`src/verilog/swe_pkg.sv`:
```
/*
 * Shared constants for the subtract execution unit: register offsets,
 * instruction fields, status bit positions, reset values and phases.
 * Assumes a 32-bit classic Wishbone register bus with byte addresses.
 */
package swe_pkg;

    // Register byte offsets
    localparam logic [3:0] OFF_INSTR   = 4'h0;
    localparam logic [3:0] OFF_ACC     = 4'h4;
    localparam logic [3:0] OFF_STAT    = 4'h8;
    localparam logic [3:0] OFF_BANK    = 4'hC;

    // Instruction fields
    localparam logic [7:0] OPC_LIT     = 8'h08;
    localparam logic [5:0] OPC_FILE    = 6'h17;
    localparam int         BIT_DEST    = 9;
    localparam int         BIT_BANK    = 8;
    localparam int         BIT_SPLIT   = 7;

    // Access bank halves
    localparam logic [3:0] ACC_LO_BANK = 4'h0;
    localparam logic [3:0] ACC_HI_BANK = 4'hF;

    // Status word bit positions
    localparam int         ST_C        = 0;
    localparam int         ST_DC       = 1;
    localparam int         ST_Z        = 2;
    localparam int         ST_OV       = 3;
    localparam int         ST_N        = 4;
    localparam int         ST_BUSY     = 8;
    localparam int         ST_BADOP    = 9;

    // Reset values
    localparam logic [7:0]  ACC_RST    = 8'h00;
    localparam logic [3:0]  BANK_RST   = 4'h0;
    localparam logic [4:0]  FLAGS_RST  = 5'h00;
    localparam logic [15:0] INSTR_RST  = 16'h0000;

    typedef enum logic [2:0] {
        PH_IDLE,
        PH_Q1,
        PH_Q2,
        PH_Q3,
        PH_Q4
    } swe_phase_t;

endpackage

```
`src/verilog/swe_sub_alu.sv`:
```
/*
 * Combinational 8-bit subtractor: minuend minus subtrahend with the
 * carry (no borrow), digit carry, zero, overflow and negative flags.
 * Assumes operands are stable registers in the caller.
 */
`timescale 1ns/1ps

module swe_sub_alu #(
    parameter int DW = 8
) (
    // Operands
    input  wire logic [DW-1:0] minuend_i,
    input  wire logic [DW-1:0] subtrahend_i,
    // Result and flags
    output logic      [DW-1:0] diff_o,
    output logic               c_o,
    output logic               dc_o,
    output logic               z_o,
    output logic               ov_o,
    output logic               n_o
);

    logic [DW:0] full_diff;
    logic [4:0]  low_diff;

    assign full_diff = {1'b0, minuend_i} - {1'b0, subtrahend_i};
    assign low_diff  = {1'b0, minuend_i[3:0]} - {1'b0, subtrahend_i[3:0]};
    assign diff_o    = full_diff[DW-1:0];
    // Carry high means no borrow came out of bit 7
    assign c_o       = ~full_diff[DW];
    assign dc_o      = ~low_diff[4];
    assign z_o       = (full_diff[DW-1:0] == '0);
    assign n_o       = full_diff[DW-1];
    // Signed overflow: operand signs differ and result sign leaves the minuend's
    assign ov_o      = (minuend_i[DW-1] != subtrahend_i[DW-1])
                     && (full_diff[DW-1] != minuend_i[DW-1]);

endmodule

```
`src/verilog/swe_exec_unit.sv`:
```
/*
 * Subtract execution unit: runs the literal-subtract and file-subtract
 * instructions over four quarter-phases, with a Wishbone register slave.
 * Assumes an external data memory that returns file_rdat_i combinationally
 * for the address on file_addr_o and writes on the edge while file_we_o.
 */
// Function
// - Literal subtract: immediate minus working register, result into working register.
// - Literal opcode 0000 1000 plus immediate; one cycle, working register written in Q4.
// - File subtract decoded from 0101 11, destination, bank bit, file address; file minus W.
// - Destination 0 writes difference to working register, file untouched.
// - Destination 1 writes difference back to the file, working register untouched.
// - Bank bit 0 addresses the quick-access bank, ignoring the bank pointer.
// - Bank bit 1 forms the file address from the bank pointer.
// - Positive nonzero result without borrow sets carry, clears zero.
// - Zero result sets zero and carry, clears negative.
// - Subtrahend above minuend stores the wrap, clears carry, sets negative unless it leads by over 128.
// - File subtract completes in one cycle, destination written in Q4.
`timescale 1ns/1ps

module swe_exec_unit #(
    parameter int DW = 8,
    parameter int AW = 4
) (
    // Clock and reset
    input  wire logic          clk_i,
    input  wire logic          rst_i,
    // Wishbone slave
    input  wire logic          wb_cyc_i,
    input  wire logic          wb_stb_i,
    input  wire logic          wb_we_i,
    input  wire logic [AW-1:0] wb_adr_i,
    input  wire logic [3:0]    wb_sel_i,
    input  wire logic [31:0]   wb_dat_i,
    output logic      [31:0]   wb_dat_o,
    output logic               wb_ack_o,
    // Data memory port
    output logic      [11:0]   file_addr_o,
    input  wire logic [DW-1:0] file_rdat_i,
    output logic               file_we_o,
    output logic      [DW-1:0] file_wdat_o
);

    function automatic logic is_lit(input logic [15:0] word);
        is_lit = (word[15:8] == swe_pkg::OPC_LIT);
    endfunction

    function automatic logic is_file(input logic [15:0] word);
        is_file = (word[15:10] == swe_pkg::OPC_FILE);
    endfunction

    swe_pkg::swe_phase_t phase;
    swe_pkg::swe_phase_t next_phase;

    localparam logic [DW-1:0] ACC_ZERO = '0;

    logic [15:0]   instr;
    logic [DW-1:0] acc;
    logic [3:0]    bank;
    logic [4:0]    flags;
    logic [4:0]    pend_flags;
    logic          badop;
    logic [DW-1:0] opa;
    logic [DW-1:0] opb;
    logic [DW-1:0] res;

    // Bus decode
    wire           bus_req   = wb_cyc_i & wb_stb_i & ~wb_ack_o;
    // A write lands at the edge that samples ack high, where the master still holds it
    wire           bus_wr    = wb_cyc_i & wb_stb_i & wb_ack_o & wb_we_i;
    wire           busy      = (phase != swe_pkg::PH_IDLE);
    wire           hit_instr = (wb_adr_i == AW'(swe_pkg::OFF_INSTR));
    wire           hit_acc   = (wb_adr_i == AW'(swe_pkg::OFF_ACC));
    wire           hit_stat  = (wb_adr_i == AW'(swe_pkg::OFF_STAT));
    wire           hit_bank  = (wb_adr_i == AW'(swe_pkg::OFF_BANK));
    wire [15:0]    new_instr = wb_dat_i[15:0];
    // A half-written instruction word would run garbage, so both low lanes are needed
    wire           instr_wr  = bus_wr & hit_instr & (&wb_sel_i[1:0]) & ~busy;
    wire           new_ok    = is_lit(new_instr) | is_file(new_instr);
    wire           go        = instr_wr & new_ok;
    // Software writes to W and the bank pointer are dropped while an instruction runs
    wire           acc_wr    = bus_wr & hit_acc & wb_sel_i[0] & ~busy;
    wire           bank_wr   = bus_wr & hit_bank & wb_sel_i[0] & ~busy;

    // Instruction decode
    wire           op_lit    = is_lit(instr);
    wire           op_file   = is_file(instr);
    wire           dest_file = op_file & instr[swe_pkg::BIT_DEST];
    wire           use_bank  = instr[swe_pkg::BIT_BANK];
    wire [3:0]     acc_half  = instr[swe_pkg::BIT_SPLIT] ? swe_pkg::ACC_HI_BANK
                                                         : swe_pkg::ACC_LO_BANK;
    wire [11:0]    eff_addr  = use_bank ? {bank, instr[7:0]}
                                        : {acc_half, instr[7:0]};
    wire [DW-1:0]  minuend   = op_lit ? instr[DW-1:0] : file_rdat_i;

    // Read data; unmapped offsets still get an answer and read zero
    wire [31:0]    stat_word = {22'h000000, badop, busy, 3'h0, flags};
    wire [31:0]    rd_data   = hit_instr ? {16'h0000, instr} :
                               hit_acc   ? {24'h000000, acc} :
                               hit_stat  ? stat_word :
                               hit_bank  ? {28'h0000000, bank} : 32'h00000000;

    // Subtractor
    logic [DW-1:0] alu_diff;
    logic          alu_c;
    logic          alu_dc;
    logic          alu_z;
    logic          alu_ov;
    logic          alu_n;

    swe_sub_alu #(
        .DW           (DW)
    ) u_alu (
        .minuend_i    (opa),
        .subtrahend_i (opb),
        .diff_o       (alu_diff),
        .c_o          (alu_c),
        .dc_o         (alu_dc),
        .z_o          (alu_z),
        .ov_o         (alu_ov),
        .n_o          (alu_n)
    );

    wire [4:0]     alu_flags = {alu_n, alu_ov, alu_z, alu_dc, alu_c};

    // Quarter-phase sequencer
    always_comb begin
        case (phase)
            swe_pkg::PH_IDLE: next_phase = go ? swe_pkg::PH_Q1 : swe_pkg::PH_IDLE;
            swe_pkg::PH_Q1:   next_phase = swe_pkg::PH_Q2;
            swe_pkg::PH_Q2:   next_phase = swe_pkg::PH_Q3;
            swe_pkg::PH_Q3:   next_phase = swe_pkg::PH_Q4;
            swe_pkg::PH_Q4:   next_phase = swe_pkg::PH_IDLE;
            default:          next_phase = swe_pkg::PH_IDLE;
        endcase
    end

    always_ff @(posedge clk_i) begin
        if (rst_i) begin
            phase <= swe_pkg::PH_IDLE;
        end else begin
            phase <= next_phase;
        end
    end

    // Bus answer: one cycle after the request, dropped the cycle after
    always_ff @(posedge clk_i) begin
        if (rst_i) begin
            wb_ack_o <= 1'b0;
            wb_dat_o <= 32'h00000000;
        end else begin
            wb_ack_o <= bus_req;
            wb_dat_o <= bus_req ? rd_data : 32'h00000000;
        end
    end

    // Instruction register and illegal-opcode flag
    always_ff @(posedge clk_i) begin
        if (rst_i) begin
            instr <= swe_pkg::INSTR_RST;
            badop <= 1'b0;
        end else if (instr_wr) begin
            instr <= new_instr;
            badop <= ~new_ok;
        end
    end

    // Q1 decodes and puts the file address out; Q2 reads the operand
    always_ff @(posedge clk_i) begin
        if (rst_i) begin
            file_addr_o <= 12'h000;
            opa         <= ACC_ZERO;
            opb         <= ACC_ZERO;
        end else begin
            if (phase == swe_pkg::PH_Q1 && op_file) begin
                file_addr_o <= eff_addr;
            end
            if (phase == swe_pkg::PH_Q2) begin
                opa <= minuend;
                opb <= acc;
            end
        end
    end

    // Q3 processes; the file write strobe stands for the whole of Q4
    always_ff @(posedge clk_i) begin
        if (rst_i) begin
            res         <= ACC_ZERO;
            pend_flags  <= swe_pkg::FLAGS_RST;
            file_we_o   <= 1'b0;
            file_wdat_o <= ACC_ZERO;
        end else begin
            if (phase == swe_pkg::PH_Q3) begin
                res         <= alu_diff;
                pend_flags  <= alu_flags;
                file_we_o   <= dest_file;
                file_wdat_o <= alu_diff;
            end else begin
                file_we_o   <= 1'b0;
            end
        end
    end

    // Q4 commits the working register and flags
    always_ff @(posedge clk_i) begin
        if (rst_i) begin
            acc   <= swe_pkg::ACC_RST;
            flags <= swe_pkg::FLAGS_RST;
        end else if (phase == swe_pkg::PH_Q4) begin
            if (!dest_file) begin
                acc <= res;
            end
            flags <= pend_flags;
        end else if (acc_wr) begin
            acc <= wb_dat_i[DW-1:0];
        end
    end

    always_ff @(posedge clk_i) begin
        if (rst_i) begin
            bank <= swe_pkg::BANK_RST;
        end else if (bank_wr) begin
            bank <= wb_dat_i[3:0];
        end
    end
endmodule

```
`config.mk`:
```
export PLATFORM = sky130hd
export DESIGN_NAME = swe_exec_unit
export DESIGN_NICKNAME = d
export VERILOG_FILES = /design/src/verilog/swe_pkg.sv /design/src/verilog/swe_sub_alu.sv /design/src/verilog/swe_exec_unit.sv
export SDC_FILE = /design/constraint.sdc
export NUM_CORES = 1
export LEC_CHECK = 0
export BUFFER_PORTS_ARGS = -buffer_cell sky130_fd_sc_hd__buf_2
export CORE_UTILIZATION = 53
export DETAILED_ROUTE_END_ITERATION = 12
export PLACE_DENSITY = 0.81
export SLEW_MARGIN = 20
export SYNTH_ARGS = -nofsm -noshare
export SYNTH_HDL_FRONTEND = slang
export SYNTH_SLANG_ARGS = --single-unit
```
`constraint.sdc`:
```
create_clock -name clk_i -period 2.3 [get_ports clk_i]
set_clock_uncertainty 0.15 [all_clocks]
set_input_delay 0.115 -clock clk_i [delete_from_list [all_inputs] [get_ports clk_i]]
set_output_delay 0.115 -clock clk_i [all_outputs]
set_load 0.01 [all_outputs]
```
---- After elaboration in Yosys (flattened, before gate mapping) ----
Cells that the tools add are included.
W data, S select, Z words.
cells by class
  bitwise operators ....................... 23
  muxes and demuxes ....................... 12
  $add $sub $neg .......................... 2
  eq/ne operators ......................... 14
  reductions and logical operators ........ 12
operator list
  kind                  count
  $mux W8               4
  $mux W10              2
  $eq A8 B4 Y1 const B  2
  $mux W16              1
  $and A1 B1 Y1         15
  $eq A6 B5 Y1 const B  2
  $mux W12              1
  $pmux W3 S4           1
  $sub A8 B8 Y9         1
  $eq A4 B4 Y1 const B  2
  $logic_not A8 Y1      1
  $mux W4               2
  $not A1 Y1            7
  $eq A3 B2 Y1 const B  2
  $reduce_or A5 Y1      1
  $sub A4 B4 Y5         1
  $eq A4 B3 Y1 const B  1
  $logic_not A4 Y1      1
  $reduce_and A2 Y1     2
  $reduce_or A2 Y1      2
  $eq A3 B1 Y1 const B  1
  $eq A3 B3 Y1 const B  1
  $logic_not A3 Y1      1
  $reduce_bool A3 Y1    1
  6 further kinds       8
word-level totals
  register bits after elaboration ......... 112
  word-level logic and storage cells ...... 78
  output and inout bits ................... 54
  bits of input ports ..................... 53

---- Logic depth before layout (Yosys ltp) ----
Gate-level depths: netlist of the first run.
  depth after elaboration ................. 9
  mapped depth ............................ 8
  gate-level depth less buffers ........... 8

---- Hierarchy ----
Synthesis of the first run repeated with hierarchy kept, for this count alone.
second synthesis, totals
  cell total of the unflattened synthesis .. 469
  area, all modules ....................... 4464.3 µm²
modules (own cells, without submodules)
  module         times used  area an instance (µm²)  cells an instance
  swe_exec_unit  1           3976.3                  398
  swe_sub_alu    1           488.0                   71

---- Least setup slack after synthesis of the first run ----
No wires, ideal clock.
  path kind ............................... register to register
  from .................................... register opb[2]
  to ...................................... register pend_flags[2]
  data arrival time ....................... 1771 ps
  slack ................................... 322 ps
  library setup time ...................... 57 ps
  cell stages (with the launch flop) ...... 8
  period minus slack after synthesis ...... 1978 ps
  path through ............................ dfxtp_1 > inv_1 > ha_1 > a21oi_1 > a211oi_1 > or3_1 > a222oi_1 > a21o_1
between the ends
  cells in the longest elaborated chain, start to end .. 2
RTL lines
  item                    RTL line              source
  start, declared         swe_exec_unit.sv:64   logic [DW-1:0] opb;
  start signal, assigned  swe_exec_unit.sv:173  opb <= ACC_ZERO;
  start signal, assigned  swe_exec_unit.sv:180  opb <= acc;
  $sub A8 B8 Y9           swe_sub_alu.sv:26     assign full_diff = {1'b0, minuend_i} - {1'b0, subtrahend_i};
  $logic_not A8 Y1        swe_sub_alu.sv:32     assign z_o = (full_diff[DW-1:0] == '0);
  end signal, assigned    swe_exec_unit.sv:189  pend_flags <= swe_pkg::FLAGS_RST;
  end signal, assigned    swe_exec_unit.sv:195  pend_flags <= alu_flags;
  end, declared           swe_exec_unit.sv:61   logic [4:0] pend_flags;
No other way between the ends.
A chain may end at the register's enable or synchronous reset.

---- Worst setup path after layout of the first run ----
  from .................................... register phase[0]
  to ...................................... register phase[0]
between the ends
  cells in the longest elaborated chain, start to end .. 6
  elaborated cells on any way between the ends .. 10
  those cells by class .................... eq/ne (3); mux (2); bitwise (3); reduce/logical (2)
RTL lines
  item                    RTL line              source
  start, declared         swe_exec_unit.sv:52   swe_pkg::swe_phase_t phase;
  start signal, assigned  swe_exec_unit.sv:140  phase <= swe_pkg::PH_IDLE;
  start signal, assigned  swe_exec_unit.sv:142  phase <= next_phase;
  $reduce_bool A3 Y1      swe_exec_unit.sv:71   wire busy = (phase != swe_pkg::PH_IDLE);
  $not A1 Y1              swe_exec_unit.sv:78   wire instr_wr = bus_wr & hit_instr & (&wb_sel_i[1:0]) & ~busy;
  $and A1 B1 Y1           swe_exec_unit.sv:78
  $and A1 B1 Y1           swe_exec_unit.sv:80   wire go = instr_wr & new_ok;
  $mux W1                 swe_exec_unit.sv:129  swe_pkg::PH_IDLE: next_phase = go ? swe_pkg::PH_Q1 : swe_pkg::PH_IDLE;
  $pmux W3 S4 (*)         swe_exec_unit.sv:128  case (phase)
Every way passes the cells marked *; elsewhere a longest branch is shown, timed or not.

==> impl_metrics.env, run 1 <==
export IMPL_cts_tree="built"
export IMPL_area_growth_pct=18.4
export IMPL_synth_edff_count=0
export IMPL_routed_via_count=3550
export IMPL_status="complete, no violations"
export IMPL_clock_path_buffers=2
export IMPL_synth_ff_type="dfxtp_1"
export IMPL_grt_ovfl_total=0
export IMPL_irDropWorstVdd_mv=0.544
export IMPL_clock_power_share_pct=36.9
export IMPL_worstPathArrival_ps=2250
export IMPL_drtPass1Iterations=6
export IMPL_gp_congestion=0.928
export IMPL_clk_insertion_delay_late_ps=370
export IMPL_dieArea_um2=8440
export IMPL_syn_inst=448
export IMPL_ys_async_sr_fraction_pct=0
export IMPL_cp_start_kind="register"
export IMPL_crit_family="simple AND/OR/NAND/NOR gates"
export IMPL_period_minus_slack_ps=2130
export IMPL_portBuffers=72
export IMPL_synth_top_area_share_pct=44.4
export IMPL_dpl_hpwl_um=7130
export IMPL_min_path_type="input pin to register"
export IMPL_routed_wl_um=10400
export IMPL_ios=107
export IMPL_syn_avg_cell_area_um2=9.55
export IMPL_path_buf_inv=1
export IMPL_crit_fanout=18
export IMPL_path_clk_slew_ps=90
export IMPL_wl_per_cell_um=16.1
export IMPL_yosysUniqueCellTypes=55
export IMPL_swShare_pct=25.2
export IMPL_fin_crit_sh_pct=92.7
export IMPL_coreArea_um2=7770
export IMPL_drc=0
export IMPL_gr_usage_all_layers_pct=26.0
export IMPL_grt_first_pass_wirelength_um=17100
export IMPL_powerDensity_nw_per_um2=561
export IMPL_htree_levels=3
export IMPL_synth_seq_cells=95
export IMPL_drv_slew=0
export IMPL_hold_violations=0
export IMPL_cp_required_ps=2420
export IMPL_switchingPower_uw=715
export IMPL_die_width_um=91.9
export IMPL_p_int_mw=2.13
export IMPL_final_nets=597
export IMPL_crit_type="register to register"
export IMPL_worst_pin_slew_ps=765
export IMPL_cts_sinks=95
export IMPL_max_stage_delay_ps=430
export IMPL_antenna_cells=0
export IMPL_vias_per_cell=5.53
export IMPL_crit_path_end_kind="register"
export IMPL_synth_area_um2=4280
export IMPL_crit_cells=6
export IMPL_holdPathStages=3
export IMPL_max_freq_ghz=0.469
export IMPL_yosys_warnings=0
export IMPL_power_leakage_nw=1.97
export IMPL_power_frac_seq_pct=57.9
export IMPL_rsz0062_at_grt="no"
export IMPL_reg2reg_depth=6
export IMPL_maxCapViolCount=0
export IMPL_drt_iter0_drc=247
export IMPL_root_buffer="clkbuf_8"
export IMPL_p_comb_share_pct=5.2
export IMPL_die_h_um=91.9
export IMPL_slew_headroom_pct=49.0
export IMPL_synthTopCellsByArea="dfxtp_1 44%, mux2i_1 12%, nor2_1 6.0%, a211oi_1 4.2%, buf_4 3.3%"
export IMPL_synth_seq_area_share_pct=44.4
export IMPL_fin_tns_setup_ps=0
export IMPL_finalSetupViolations=0
export IMPL_cts_buffers=9
export IMPL_cp_slowest_cell="dfxtp_1"
export IMPL_synth_top_area_cell="dfxtp_1"
export IMPL_grt_max_degree=76
export IMPL_total_power_mw=2.84
export IMPL_rows=32
export IMPL_postRouteAntennaNets=0
export IMPL_grt_pass1_vias=3541
export IMPL_grt_antenna_before_repair=0
export IMPL_post_cts_setup_buffers=0
export IMPL_initial_utilization_pct=55.1
export IMPL_path_cells="nor3_4 > nand4_4 > nor4b_4 > buf_12 > nand4_2 > a211oi_2"
export IMPL_drive_gt1_share_pct=21.9
==> layout make-up <==
class / instances / area, um2
fillers: 638 / 2700
multi-input cells: 310 / 2120
flip-flops and latches: 95 / 1900
repair buffers: 104 / 671
well taps: 102 / 128
clock buffers: 9 / 124
clock inverters: 7 / 62.6
inverters: 15 / 56.3
==> path summary, 6_finish.rpt <==
check	from	endpoint	slack [ps]
setup / recovery	phase[0]	phase[0]	170
hold / removal	file_rdat_i[2]	opa[2]	10
setup reg to reg	phase[0]	phase[0]	170
hold reg to reg	opb[7]	opb[7]	310
==> placed cells by master, fill, tap and decap left out, types with 3 or more instances in the layout <==
cell type and count:
a21oi_1 24, conb_1 16, and3_1 6, o21ai_0 8
mux2i_1 53, dfxtp_1 95, ha_1 8, a211oi_1 23
mux4_2 4, or3_1 3, nand2_1 30, clkbuf_8 9
buf_2 72, inv_1 15, and2_1 6, nand3_1 7
buf_4 8, nand3b_1 3, nor3_1 9, a21o_1 3
nor2_1 68, dlygate4sd3_1 23
==> logic make-up after synthesis <==
group / after synthesis / synth area share (%)
other cells: 1 / 0.0876
xor+xnor: 3 / 0.614
fa+ha+maj: 9 / 2.81
buf+inv: 58 / 7.81
flops: 95 / 44.4
compound gates: 72 / 11.6
simple gates: 153 / 18.2
mux: 57 / 14.5
==> synthesized netlist by cell type (all sizes together) (6+ instances only) <==
cell type / instances
a211oi: 25
a21oi: 25
and2: 7
and3: 6
buf: 29
clkbuf: 14
dfxtp: 95
ha: 8
inv: 15
mux2i: 53
nand2: 30
nand3: 7
nor2: 69
nor3: 10
o21ai: 8
==> timing repair <==
item                                    CTS  global route
gates resized for setup                   0             4
hold endpoints to repair                 42             0
hold buffers                             23             0
endpoints found under the setup margin    0             3
==> sequential cells by signal, indices dropped and copies added (netlist names) <==
name         count
badop            1
wb_ack_o         1
file_addr_o     12
flags            5
opa              8
opb              8
pend_flags       5
wb_dat_o        16
instr           16
file_we_o        1
res              7
bank             4
phase            3
acc              8
==> metal layers <==
metal	GRT usage, %	vias to the layer above	wire length, um
met1	31.2	1700	4390
met5	0	-	0
met4	13.0	0	338
met3	3.40	28	476
met2	45.5	112	5160
li1	-	1710	-
==> through the flow <==
step	util (%)	setup slack, ps	instance area (um2)	hold WS, ps	std cells
2_1_floorplan	-	322	4340	59.7	463
4_1_cts	65.0	81.4	5050	4.38	642
3_5_place_dp	59.6	131	4630	224	603
5_1_grt	65.2	18.6	5060	10.4	642
6_report	65.2	168	5060	13.3	642
3_3_place_gp	59.6	163	4630	220	603
==> power groups by stage <==
| stage | Sequential (mW) | Clock (mW) | Combinational, mW |
|---|---|---|---|
| 2_1_floorplan | 1.68 | 0 | 0.0836 |
| 3_3_place_gp | 1.68 | 0 | 0.110 |
| 4_1_cts | 1.65 | 1.07 | 0.144 |
| 3_5_place_dp | 1.68 | 0 | 0.114 |
| 6_report | 1.65 | 1.05 | 0.147 |
| 5_1_grt | 1.65 | 1.15 | 0.159 |
==> worst reg2reg max path, cell delays in order (launching register included) <==
cell      delay [ps]
dfxtp_1          430
nor3_4           270
nand4_4          190
nor4b_4          350
buf_12           220
nand4_2          170
a211oi_2         270
No activity file was read; power rests on OpenSTA's default activity.
==> inputs of run 2 (changes only) <==
- RECOVER_POWER: not set -> 50
==> run 2 against run 1 <==
Die area is the same. Clock-buffer cell count unchanged. Highest routed layer unchanged. Sequential share of layout area increased by 0.52 points.
==> impl_metrics.env, run 2 (same netlist as run 1, synthesis figures left out) <==
export IMPL_drv_slew=0
export IMPL_dpl_worst_slack_ps=131
export IMPL_irDropWorstVdd_mv=0.540
export IMPL_wl_per_cell_um=16.1
export IMPL_worstPathArrival_ps=2310
export IMPL_fin_crit_sh_pct=93.3
export IMPL_grt_max_degree=76
export IMPL_min_path_type="input pin to register"
export IMPL_drc=0
export IMPL_cp_required_ps=2460
export IMPL_grt_antenna_before_repair=0
export IMPL_portBuffers=72
export IMPL_coreArea_um2=7770
export IMPL_slew_headroom_pct=48.6
export IMPL_area_growth_pct=16.8
export IMPL_vias_per_cell=5.52
export IMPL_holdPathStages=3
export IMPL_seqCellArea_um2=1900
export IMPL_fin_tns_setup_ps=0
export IMPL_status="complete, no violations"
export IMPL_power_leakage_nw=1.80
export IMPL_cts_tree="built"
export IMPL_whs_endpoint="opa[2]"
export IMPL_die_width_um=91.9
export IMPL_root_buffer="clkbuf_8"
export IMPL_final_cell_mix="95 x dfxtp_1, 68 x nor2_1, 53 x mux2i_1, 40 x clkbuf_1, 33 x buf_2"
export IMPL_drt_iter0_drc=262
export IMPL_crit_reg2reg_launch="opa[0]"
export IMPL_clk_insertion_delay_late_ps=370
export IMPL_initial_utilization_pct=55.1
export IMPL_reg2reg_depth=8
export IMPL_powerDensity_nw_per_um2=569
export IMPL_postRouteAntennaNets=0
export IMPL_gp_congestion=0.928
export IMPL_crit_path_end_kind="register"
export IMPL_maxCapViolCount=0
export IMPL_antenna_cells=0
export IMPL_routed_wl_um=10300
export IMPL_max_freq_ghz=0.466
export IMPL_largestRegisters="instr (16), wb_dat_o (16), file_addr_o (12)"
export IMPL_dpl_hpwl_um=7130
export IMPL_worstReg2RegEnd="pend_flags[2]"
export IMPL_cts_sinks=95
export IMPL_period_minus_slack_ps=2150
export IMPL_finalSetupViolations=0
export IMPL_fin_util_pct=64.3
export IMPL_layout_commonest_cell="dfxtp_1"
export IMPL_grt_pass1_vias=3541
export IMPL_crit_fanout=5
export IMPL_dieArea_um2=8440
export IMPL_fillers=665
export IMPL_layout_setup_ws_ps=154
export IMPL_clock_path_buffers=2
export IMPL_worst_pin_slew_ps=771
export IMPL_path_clk_slew_ps=90
export IMPL_rsz0062_at_grt="no"
export IMPL_routed_via_count=3547
export IMPL_die_h_um=91.9
export IMPL_drive_gt1_share_pct=14.3
export IMPL_rrSetupSlack_ps=150
export IMPL_multi_input_area_um2=2110
export IMPL_final_nets=597
export IMPL_grt_ovfl_total=0
export IMPL_htree_levels=3
export IMPL_crit_type="register to register"
export IMPL_ios=107
export IMPL_gr_usage_all_layers_pct=26.0
export IMPL_hold_slack_ps=9.36
export IMPL_worstHoldStart="file_rdat_i[2]"
export IMPL_hold_violations=0
export IMPL_cts_buffers=9
export IMPL_grt_first_pass_wirelength_um=17100
export IMPL_cp_start_kind="register"
export IMPL_drtPass1Iterations=4
export IMPL_rows=32
==> run 2: cell count changes in the layout (fill, tap and decap cells not counted) <==
cell / previous run / this run
buf_2: 72 / 33
nor3b_1: 2 / 3
buf_4: 8 / 5
clkbuf_2: 0 / 2
clkbuf_1: 0 / 40
nor3b_4: 1 / 0
==> run 2: stage by stage <==
stage / total power [mW] / instance area [um2] / instances
floorplan: 1.77 / 4340 / 463
global placement: 1.79 / 4630 / 603
detailed placement: 1.80 / 4630 / 603
CTS: 2.86 / 5050 / 642
global route: 2.95 / 5000 / 642
finish: 2.84 / 5000 / 642
==> run 2: power breakdown <==
| group | internal (mW) | switching, mW |
|---|---|---|
| logic | 0.0632 | 0.0832 |
| registers | 1.64 | 0.000662 |
| clock network | 0.418 | 0.631 |
| total | 2.13 | 0.715 |
==> run 2: worst max-delay path by stage <==
stage / start / endpoint / slack [ps] / cells after the start
after floorplan: opb[2] / pend_flags[2] / 320 / 7
after global placement: opb[2] / pend_flags[2] / 160 / 7
after CTS: opa[0] / pend_flags[2] / 80 / 8
final: opa[0] / pend_flags[2] / 150 / 8
after global routing: opa[0] / pend_flags[0] / 20 / 8
after detailed placement: opb[2] / pend_flags[2] / 130 / 7
==> run 2: what timing repair did <==
item,in CTS,in global routing
buffers inserted,0,0
resized for setup,0,4
hold buffers,23,0
endpoints found under the setup margin,0,3
hold endpoints to repair,42,0
==> run 2: area by class of cell <==
cell class	count	area share, %
multi-input combinational	310	42.2
sequential	95	38.1
inverter	15	1.13
timing repair buffer	104	12.3
clock inverter	7	1.25
clock buffer	9	2.48
tap	102	2.55
==> run 2: routing by layer <==
layer | GRT usage (%) | vias up | routed length [um]
met5 | 0 | - | 0
met4 | 13.0 | 0 | 349
met3 | 3.40 | 29 | 562
met2 | 45.5 | 132 | 5070
met1 | 31.2 | 1677 | 4360
li1 | - | 1709 | -
==> run 2: worst max-delay path, stage by stage, from the launching register on <==
cell and delay [ps]:
dfxtp_1 350, inv_1 50, ha_1 230, fa_1 430, nor2b_2 170, o31ai_2 110
a21o_1 200, a222oi_1 260, a21o_1 160
